`src/include/hpt_pkg.sv`:
```
package hpt_pkg;

	localparam int HPT_DATA_W = 32;
	localparam int HPT_HALF_W = 16;
	localparam int HPT_WR_DEPTH = 4;
	localparam int HPT_SYNC_STAGES = 2;

	// access-type codes: only the data-register code fetches or waits on a full buffer; a write of any code pulses writeValid
	localparam logic [1:0] HPT_ACC_DATA = 2'h3;

	localparam logic [1:0] HPT_SYNC_RESET = 2'h3;
	localparam logic HPT_RDY_N_RESET = 1'h1;

	typedef struct packed {
		logic [1:0] accessTypeSelect;
		logic hostReadNotWrite;
		logic halfwordSelect;
	} hpt_select_t;

	localparam hpt_select_t HPT_SEL_RESET = '{2'h0, 1'h1, 1'h0};

	typedef struct packed {
		logic hostChipSelectN;
		logic hostDataStrobeA;
		logic hostDataStrobeB;
		logic hostAddressStrobeN;
		hpt_select_t sel;
	} hpt_pins_t;

	localparam hpt_pins_t HPT_PINS_RESET = '{1'h1, 1'h0, 1'h0, 1'h1, HPT_SEL_RESET};

	typedef enum logic [1:0] {
		HPT_IDLE = 2'b00,
		HPT_RD_WAIT = 2'b01,
		HPT_ACTIVE = 2'b10,
		HPT_DONE = 2'b11
	} hpt_state_t;

endpackage : hpt_pkg

```
`src/design/hpt_host_port.sv`:
```
// Overview of operation
// - strobe is chip select OR data-strobe XNOR
// - select is access type, direction, halfword
// - address strobe unused is held high
// - first-half data read start fetches data, ready high
// - data write with full buffer drives not-ready
// - drive data only during reads
`timescale 1ns/10ps
`default_nettype none
module hpt_host_port
	import hpt_pkg::*;
#(
	parameter int DATA_W = HPT_DATA_W
)
(
	input wire logic clk,
	input wire logic rst_n,
	input wire logic clkEn,
	input wire logic sixteenBitMode,
	input wire logic hostChipSelectN,
	input wire logic hostDataStrobeA,
	input wire logic hostDataStrobeB,
	input wire logic hostAddressStrobeN,
	input wire logic [1:0] accessTypeSelect,
	input wire logic hostReadNotWrite,
	input wire logic halfwordSelect,
	input wire logic [DATA_W-1:0] hostDataBusIn,
	output logic [DATA_W-1:0] hostDataBusOut,
	output logic hostDataBusOe,
	output logic hostReadyN,
	output logic dmaReadReq,
	input wire logic dmaReadValid,
	input wire logic [DATA_W-1:0] dmaReadData,
	input wire logic writeBufferFull,
	output logic writeValid,
	output logic [DATA_W-1:0] writeData,
	output logic writeHalfword,
	output hpt_select_t accessSelect
);
	hpt_pins_t pinsRaw;
	hpt_pins_t pins;
	logic strobeN;
	logic strobeN_q, strobeN_d;
	logic asN_q, asN_d;
	logic asSeen_q, asSeen_d;
	hpt_state_t state_q, state_d;
	hpt_select_t sel_q, sel_d;
	hpt_select_t selNow;
	logic [DATA_W-1:0] rdData_q, rdData_d;
	logic [DATA_W-1:0] wrData_q, wrData_d;
	logic rdyN_q, rdyN_d;
	logic oe_q, oe_d;
	logic req_q, req_d;
	logic wv_q, wv_d;
	logic whw_q, whw_d;
	logic isRead, isData, firstHalf;
	hpt_select_t selTake;
	logic [DATA_W-1:0] dinMeta_q, dinMeta_d;
	logic [DATA_W-1:0] dinSync_q, dinSync_d;

	assign pinsRaw = '{hostChipSelectN, hostDataStrobeA, hostDataStrobeB, hostAddressStrobeN,
		'{accessTypeSelect, hostReadNotWrite, halfwordSelect}};

	hpt_sync u_sync
	(
		.clk(clk),
		.rst_n(rst_n),
		.clkEn(clkEn),
		.pinsIn(pinsRaw),
		.pinsOut(pins)
	);

	// halfword select only qualifies in sixteen-bit mode
	always_comb
	begin
		strobeN = pins.hostChipSelectN | ~(pins.hostDataStrobeA ^ pins.hostDataStrobeB);
		selNow = pins.sel;
		if (!sixteenBitMode)
			selNow.halfwordSelect = 1'b0;
	end

	// selects a strobe fall would take now: the address-strobe copy once one is latched
	assign selTake = asSeen_q ? sel_q : selNow;
	assign isRead = selTake.hostReadNotWrite;
	assign isData = (selTake.accessTypeSelect == HPT_ACC_DATA);
	assign firstHalf = !sixteenBitMode || !selTake.halfwordSelect;

	// data pins pass the same two stages as the strobe, so the word taken at release
	// is the one that stood when the strobe rose
	always_comb
	begin
		dinMeta_d = dinMeta_q;
		dinSync_d = dinSync_q;
		if (clkEn)
		begin
			dinMeta_d = hostDataBusIn;
			dinSync_d = dinMeta_q;
		end
	end

	always_ff @(posedge clk)
	begin
		if (!rst_n)
		begin
			dinMeta_q <= '0;
			dinSync_q <= '0;
		end
		else
		begin
			dinMeta_q <= dinMeta_d;
			dinSync_q <= dinSync_d;
		end
	end

	always_comb
	begin
		strobeN_d = strobeN_q;
		asN_d = asN_q;
		asSeen_d = asSeen_q;
		state_d = state_q;
		sel_d = sel_q;
		rdData_d = rdData_q;
		wrData_d = wrData_q;
		rdyN_d = rdyN_q;
		oe_d = oe_q;
		req_d = req_q;
		wv_d = wv_q;
		whw_d = whw_q;
		if (clkEn)
		begin
			req_d = 1'b0;
			wv_d = 1'b0;
			strobeN_d = strobeN;
			asN_d = pins.hostAddressStrobeN;
			// address strobe falls first: capture there, only once per access
			if (asN_q && !pins.hostAddressStrobeN && !asSeen_q)
			begin
				sel_d = selNow;
				asSeen_d = 1'b1;
			end
			if (strobeN_q && !strobeN)
			begin
				sel_d = selTake;
				if (isRead)
				begin
					oe_d = 1'b1;
					if (isData && firstHalf)
					begin
						req_d = 1'b1;
						rdyN_d = 1'b1;
						state_d = HPT_RD_WAIT;
					end
					else
					begin
						rdyN_d = 1'b0;
						state_d = HPT_ACTIVE;
					end
				end
				else
				begin
					rdyN_d = isData && writeBufferFull;
					state_d = HPT_ACTIVE;
				end
			end
			else
			begin
				unique case (state_q)
					HPT_IDLE:
						rdyN_d = HPT_RDY_N_RESET;
					HPT_RD_WAIT:
						if (dmaReadValid)
						begin
							rdData_d = dmaReadData;
							rdyN_d = 1'b0;
							state_d = HPT_ACTIVE;
						end
					HPT_ACTIVE:
					begin
						if (!sel_q.hostReadNotWrite && sel_q.accessTypeSelect == HPT_ACC_DATA)
							rdyN_d = writeBufferFull;
						// data captured on the rising edge; early release loses the write
						if (strobeN)
						begin
							if (!sel_q.hostReadNotWrite && !rdyN_q)
							begin
								wv_d = 1'b1;
								wrData_d = dinSync_q;
								whw_d = sel_q.halfwordSelect;
							end
							oe_d = 1'b0;
							rdyN_d = HPT_RDY_N_RESET;
							// the next access may drop its address strobe in this very cycle
							if (asN_q && !pins.hostAddressStrobeN)
								sel_d = selNow;
							else
								asSeen_d = 1'b0;
							state_d = HPT_DONE;
						end
					end
					HPT_DONE:
						state_d = HPT_IDLE;
				endcase
			end
		end
	end

	always_ff @(posedge clk)
	begin
		if (!rst_n)
		begin
			strobeN_q <= 1'b1;
			asN_q <= 1'b1;
			asSeen_q <= 1'b0;
			state_q <= HPT_IDLE;
			sel_q <= HPT_SEL_RESET;
			rdData_q <= '0;
			wrData_q <= '0;
			rdyN_q <= HPT_RDY_N_RESET;
			oe_q <= 1'b0;
			req_q <= 1'b0;
			wv_q <= 1'b0;
			whw_q <= 1'b0;
		end
		else
		begin
			strobeN_q <= strobeN_d;
			asN_q <= asN_d;
			asSeen_q <= asSeen_d;
			state_q <= state_d;
			sel_q <= sel_d;
			rdData_q <= rdData_d;
			wrData_q <= wrData_d;
			rdyN_q <= rdyN_d;
			oe_q <= oe_d;
			req_q <= req_d;
			wv_q <= wv_d;
			whw_q <= whw_d;
		end
	end

	assign hostDataBusOut = rdData_q;
	assign hostDataBusOe = oe_q;
	assign hostReadyN = rdyN_q;
	assign dmaReadReq = req_q;
	assign writeValid = wv_q;
	assign writeData = wrData_q;
	assign writeHalfword = whw_q;
	assign accessSelect = sel_q;

	a_oe_only_read: assert property (@(posedge clk) disable iff (!rst_n)
		oe_q |-> sel_q.hostReadNotWrite) else $error("bus driven on write");
	a_oe_off_idle: assert property (@(posedge clk) disable iff (!rst_n)
		(state_q == HPT_IDLE) |-> !oe_q) else $error("bus driven while idle");
	a_req_holds_rdy: assert property (@(posedge clk) disable iff (!rst_n)
		req_q |-> rdyN_q && state_q == HPT_RD_WAIT) else $error("ready low on fetch");
	a_wait_not_ready: assert property (@(posedge clk) disable iff (!rst_n)
		(state_q == HPT_RD_WAIT) |-> rdyN_q) else $error("ready low before data");
	a_fetch_loads: assert property (@(posedge clk) disable iff (!rst_n)
		(state_q == HPT_RD_WAIT && clkEn && dmaReadValid && !(strobeN_q && !strobeN))
		|=> !rdyN_q && rdData_q == $past(dmaReadData)) else $error("fetch not loaded");
	a_write_full: assert property (@(posedge clk) disable iff (!rst_n)
		(state_q == HPT_ACTIVE && clkEn && !strobeN && !sel_q.hostReadNotWrite
		&& sel_q.accessTypeSelect == HPT_ACC_DATA && writeBufferFull) |=> rdyN_q)
		else $error("ready with full buffer");
	a_write_needs_rdy: assert property (@(posedge clk) disable iff (!rst_n)
		$rose(wv_q) |-> $past(!rdyN_q)) else $error("write without ready");
	a_release_idle: assert property (@(posedge clk) disable iff (!rst_n)
		(state_q == HPT_DONE) |=> state_q == HPT_IDLE || !clkEn) else $error("done stuck");
	a_half_gated: assert property (@(posedge clk) disable iff (!rst_n)
		(!sixteenBitMode && $changed(sel_q)) |-> !sel_q.halfwordSelect)
		else $error("halfword in 32-bit mode");
	a_as_once: assert property (@(posedge clk) disable iff (!rst_n)
		(asSeen_q && state_q != HPT_DONE) |=> asSeen_q || $past(state_q) == HPT_ACTIVE)
		else $error("address latch lost");

endmodule : hpt_host_port
`default_nettype wire

```
`src/design/hpt_sync.sv`:
```
`timescale 1ns/10ps
`default_nettype none
// two-stage synchroniser for the pin bundle
module hpt_sync
	import hpt_pkg::*;
(
	input wire logic clk,
	input wire logic rst_n,
	input wire logic clkEn,
	input wire hpt_pins_t pinsIn,
	output hpt_pins_t pinsOut
);
	hpt_pins_t meta_q;
	hpt_pins_t meta_d;
	hpt_pins_t sync_q;
	hpt_pins_t sync_d;

	always_comb
	begin
		meta_d = meta_q;
		sync_d = sync_q;
		if (clkEn)
		begin
			meta_d = pinsIn;
			sync_d = meta_q;
		end
	end

	always_ff @(posedge clk)
	begin
		if (!rst_n)
		begin
			meta_q <= HPT_PINS_RESET;
			sync_q <= HPT_PINS_RESET;
		end
		else
		begin
			meta_q <= meta_d;
			sync_q <= sync_d;
		end
	end

	assign pinsOut = sync_q;

endmodule : hpt_sync
`default_nettype wire

```
`config.mk`:
```
export PLATFORM = sky130hd
export DESIGN_NAME = hpt_host_port
export DESIGN_NICKNAME = d
export VERILOG_FILES = /design/src/include/hpt_pkg.sv /design/src/design/hpt_host_port.sv /design/src/design/hpt_sync.sv
export SDC_FILE = /design/constraint.sdc
export NUM_CORES = 1
export LEC_CHECK = 0
export ABC_AREA = 1
export BUFFER_PORTS_ARGS = -buffer_cell sky130_fd_sc_hd__buf_2
export CORE_ASPECT_RATIO = 1.25
export CORE_MARGIN = 2
export CORE_UTILIZATION = 30
export CTS_CLUSTER_DIAMETER = 60
export DETAILED_ROUTE_END_ITERATION = 8
export HOLD_SLACK_MARGIN = 0.06
export PLACE_DENSITY = 0.55
export REMOVE_ABC_BUFFERS = 1
export SLEW_MARGIN = 5
export SYNTH_ARGS = -nofsm -noshare
export SYNTH_HDL_FRONTEND = slang
export SYNTH_SLANG_ARGS = --single-unit
```
`constraint.sdc`:
```
create_clock -name clk -period 2.7 [get_ports clk]
set_clock_uncertainty 0.1 [all_clocks]
set_input_delay 0.27 -clock clk [delete_from_list [all_inputs] [get_ports clk]]
set_output_delay 0.27 -clock clk [all_outputs]
set_load 0.01 [all_outputs]
```
==> run summary <==
The run finished with clean final reports. Setup violations remaining at the end of the flow were counted as 0. The number of buffers created by CTS is 17, and the DRC violation count after routing is 0. Across every metal layer, demand over resource in global routing totals 16.5%.

Based on the critical path, the design can be clocked at up to 0.507 GHz. The tools report the maximum number of pins on one net before global-route repair as 87. The initial core utilization was 30.4%; the placement-stage cell area was 7030 um^2.

The number of setup buffers added after CTS is 0. The run gives 0 as the remaining number of nets flagged by the antenna check after routing. The number of pins with negative max-slew slack in the final report was 0. The tools report the clock sink total as 158.

The clock-pin slew reported for the worst setup and hold paths after clock tree synthesis came out at 0.06 ns. The core footprint was 20000 um^2. The last weighted congestion value of the routability-driven placer came out at 0.842. The tools report the post-route total power as 5.57 mW. The worst endpoint data arrival time is 2.14 ns. Setup repair after global routing left no endpoint under its margin.

The floorplan step set the die width to 131 um. Summing the sequential cell areas from Yosys gives 52.0% of the chip area. The H-tree was split into 4 levels. The clock passes through at most 2 buffers. After the last flow step, the layout net total stands at 1078. The number of ports placed on the die boundary was 151; the peak supply drop was 433 uV.

The floorplan die area is 21400 um^2. Summing all non-filler instances in the final layout gives an area of 8350 um^2. The worst setup path is captured at a register. The first routing iteration left 282 violations. STA classifies the critical path startpoint as a register. The logs give 23 for the count of cell types in the netlist and 0 for the sum of overflow across all layers after global routing. The power density of the placed cells was 667 nW/um^2.

The share of the synthesized area in the top cell type is 52.0%, and the final antenna diode count is 0. The area growth from synthesis to layout is 37.3%. In this run the tightest slew margin relative to its limit is 41.2%. Yosys printed 0 warnings. Detailed placement HPWL: 10800 um. Number of placement rows: 58. The cell area after synthesis was 6080 um^2; the worst hold margin was 0.154 ns. The tools report the root buffer cell as sky130_fd_sc_hd__clkbuf_16. sky130_fd_sc_hd__dfxtp_1 takes more of the synthesized area than any other cell.

The post-route minimum period was 1.97 ns. A synthesized cell averages 7.60 um^2. The required arrival time at the worst endpoint came out at 2.87 ns.

In this run the worst hold path is classified as in -> reg. Number of failing hold endpoints at the final stage: 0. Number of antenna violations at the first check in global routing: 0. The critical path is of the reg -> reg type. The final-layout setup total negative slack was 0 ns. Max-cap violations in this run came to 0. At the later pin of the worst-skew pair, clock insertion delay measures 0.42 ns. For this run, the detailed router's first-pass iteration total came to 4. Total wirelength of the detailed-routed design: 17600 um. The run gives 5951 as the routed via count. Ranked by total cell area, the synthesized netlist is headed by sky130_fd_sc_hd__dfxtp_1 52%, sky130_fd_sc_hd__nor2_1 10%, sky130_fd_sc_hd__nand2_1 7.8%. Port buffering added 150 buffers. Synthesis produced a netlist whose cell count is 801. The post-route netlist has 20.6% of its cells at a drive strength greater than 1. TritonCTS built the clock tree. The tools report the first-pass GRT wire length as 28600 um. Number of global-route vias before repair: 5615.

The static leakage was 3.65 nW; the final cycle utilization of the critical path was 73.0%. The vertical die dimension was 163 um. The final routed wire length divided by cell count is 13.8 um. Counting flops and latches in the post-synthesis netlist gives 158.

For the pin with the worst max-slew slack, the measured transition is 0.880 ns. Post-CTS resize count: 0. The largest fanout on the critical path works out to 32.

Using the TritonRoute via totals, the vias-per-cell ratio works out to 4.66.
-- path summary, 6_finish.rpt --
| check | cells past startpoint | to | slack [ns] | from |
|---|---|---|---|---|
| worst max register to register | 6 | hostDataBusOut[12] | 0.73 | u_sync.pinsOut[5] |
| worst min-delay path | 5 | accessSelect[0] | 0.15 | sixteenBitMode |
| worst min register to register | 2 | hostDataBusOut[22] | 0.36 | hostDataBusOut[22] |
| worst max-delay path | 6 | hostDataBusOut[12] | 0.73 | u_sync.pinsOut[5] |
-- routing by layer --
| layer | vias to the layer above | share of wire (%) | global-route usage, % |
|---|---|---|---|
| met5 | - | 0 | 0 |
| met4 | 0 | 1.3 | 5.43 |
| met3 | 20 | 4.7 | 3.88 |
| met2 | 163 | 47 | 27.2 |
| met1 | 2735 | 47 | 21.4 |
| li1 | 3033 | - | - |
-- Yosys cell counts --
master	instances
sky130_fd_sc_hd__dfxtp_1	158
sky130_fd_sc_hd__buf_4	1
sky130_fd_sc_hd__o21ai_1	2
sky130_fd_sc_hd__nor2_1	165
sky130_fd_sc_hd__inv_2	4
sky130_fd_sc_hd__buf_2	22
sky130_fd_sc_hd__o21ai_0	86
sky130_fd_sc_hd__inv_1	23
sky130_fd_sc_hd__buf_6	1
sky130_fd_sc_hd__a21oi_1	79
sky130_fd_sc_hd__nand4_1	33
sky130_fd_sc_hd__nand2_2	3
sky130_fd_sc_hd__clkbuf_1	29
sky130_fd_sc_hd__o21bai_1	1
sky130_fd_sc_hd__nor2_4	2
sky130_fd_sc_hd__ha_1	5
sky130_fd_sc_hd__buf_1	7
sky130_fd_sc_hd__nand3_1	50
sky130_fd_sc_hd__nand4_2	1
sky130_fd_sc_hd__nor3_4	1
sky130_fd_sc_hd__nand4_4	1
sky130_fd_sc_hd__nand2_1	126
sky130_fd_sc_hd__nand3_2	1
-- kinds of logic after synthesis --
group,synth area share [%]
AO/OA/AOI/OAI,13.9
adder cells (fa/ha/maj),1.03
buffers and inverters,6.00
flip-flops,52.0
AND/OR/NAND/NOR,27.1
-- critical path, stage by stage (launching register included) --
cell	delay, ns
sky130_fd_sc_hd__dfxtp_1	0.33
sky130_fd_sc_hd__inv_1	0.07
sky130_fd_sc_hd__nand2_1	0.10
sky130_fd_sc_hd__nand4_4	0.17
sky130_fd_sc_hd__nand4_2	0.70
sky130_fd_sc_hd__nand2_1	0.25
sky130_fd_sc_hd__a21oi_1	0.09
-- flip-flops by register name (all words and copies together), names as in the netlist --
register / cells
hostDataBusOut: 32
state_q: 2
u_sync.meta_q: 8
accessSelect: 4
asSeen_q: 1
u_sync.pinsOut: 8
asN_q: 1
writeHalfword: 1
strobeN_q: 1
dinMeta_q: 32
writeData: 32
dmaReadReq: 1
dinSync_q: 32
hostReadyN: 1
hostDataBusOe: 1
writeValid: 1
-- per-stage QoR --
step / util (%) / cells / worst slack [ns]
final: 41.7 / 1277 / 0.728
after global routing: 41.7 / 1277 / 0.505
after CTS: 41.7 / 1277 / 0.709
after detailed placement: 35.1 / 1174 / 0.716
after global placement: 35.1 / 1174 / 0.721
after floorplan: - / 741 / -0.0422
-- timing repair --
action / 4_1_cts / 5_1_grt
endpoints found under the hold margin: 72 / 0
endpoints found under the setup margin: 0 / 0
hold buffers: 72 / 0
-- layout make-up --
type	instances	area (um^2)
tap	270	338
clock buffer	19	443
multi-input combinational	556	2560
timing repair buffer	235	1590
fill	2116	11700
inverter	27	101
sequential	158	3160
clock inverter	12	158
-- cells in the final DEF, fill, tap and decap left out, types with 3 or more instances in the layout --
cell type	count
sky130_fd_sc_hd__nor2_1	165
sky130_fd_sc_hd__dfxtp_1	158
sky130_fd_sc_hd__buf_2	150
sky130_fd_sc_hd__nand2_1	126
sky130_fd_sc_hd__o21ai_0	86
sky130_fd_sc_hd__a21oi_1	79
sky130_fd_sc_hd__dlygate4sd3_1	72
sky130_fd_sc_hd__nand3_1	50
sky130_fd_sc_hd__nand4_1	33
sky130_fd_sc_hd__inv_1	22
sky130_fd_sc_hd__clkbuf_16	17
sky130_fd_sc_hd__buf_4	11
sky130_fd_sc_hd__inv_2	5
sky130_fd_sc_hd__ha_1	5
sky130_fd_sc_hd__nand2_2	3
sky130_fd_sc_hd__clkinvlp_4	3
sky130_fd_sc_hd__inv_6	3
sky130_fd_sc_hd__bufinv_16	3
-- where the power goes --
part / internal (mW) / leakage, nW / total [mW] / switching (mW)
Sequential: 2.44 / 1.29 / 2.51 / 0.0665
Clock: 1.48 / 0.286 / 2.46 / 0.977
Combinational: 0.251 / 2.07 / 0.604 / 0.353
Total: 4.17 / 3.65 / 5.57 / 1.40
Power figures use the tool's default switching activity.
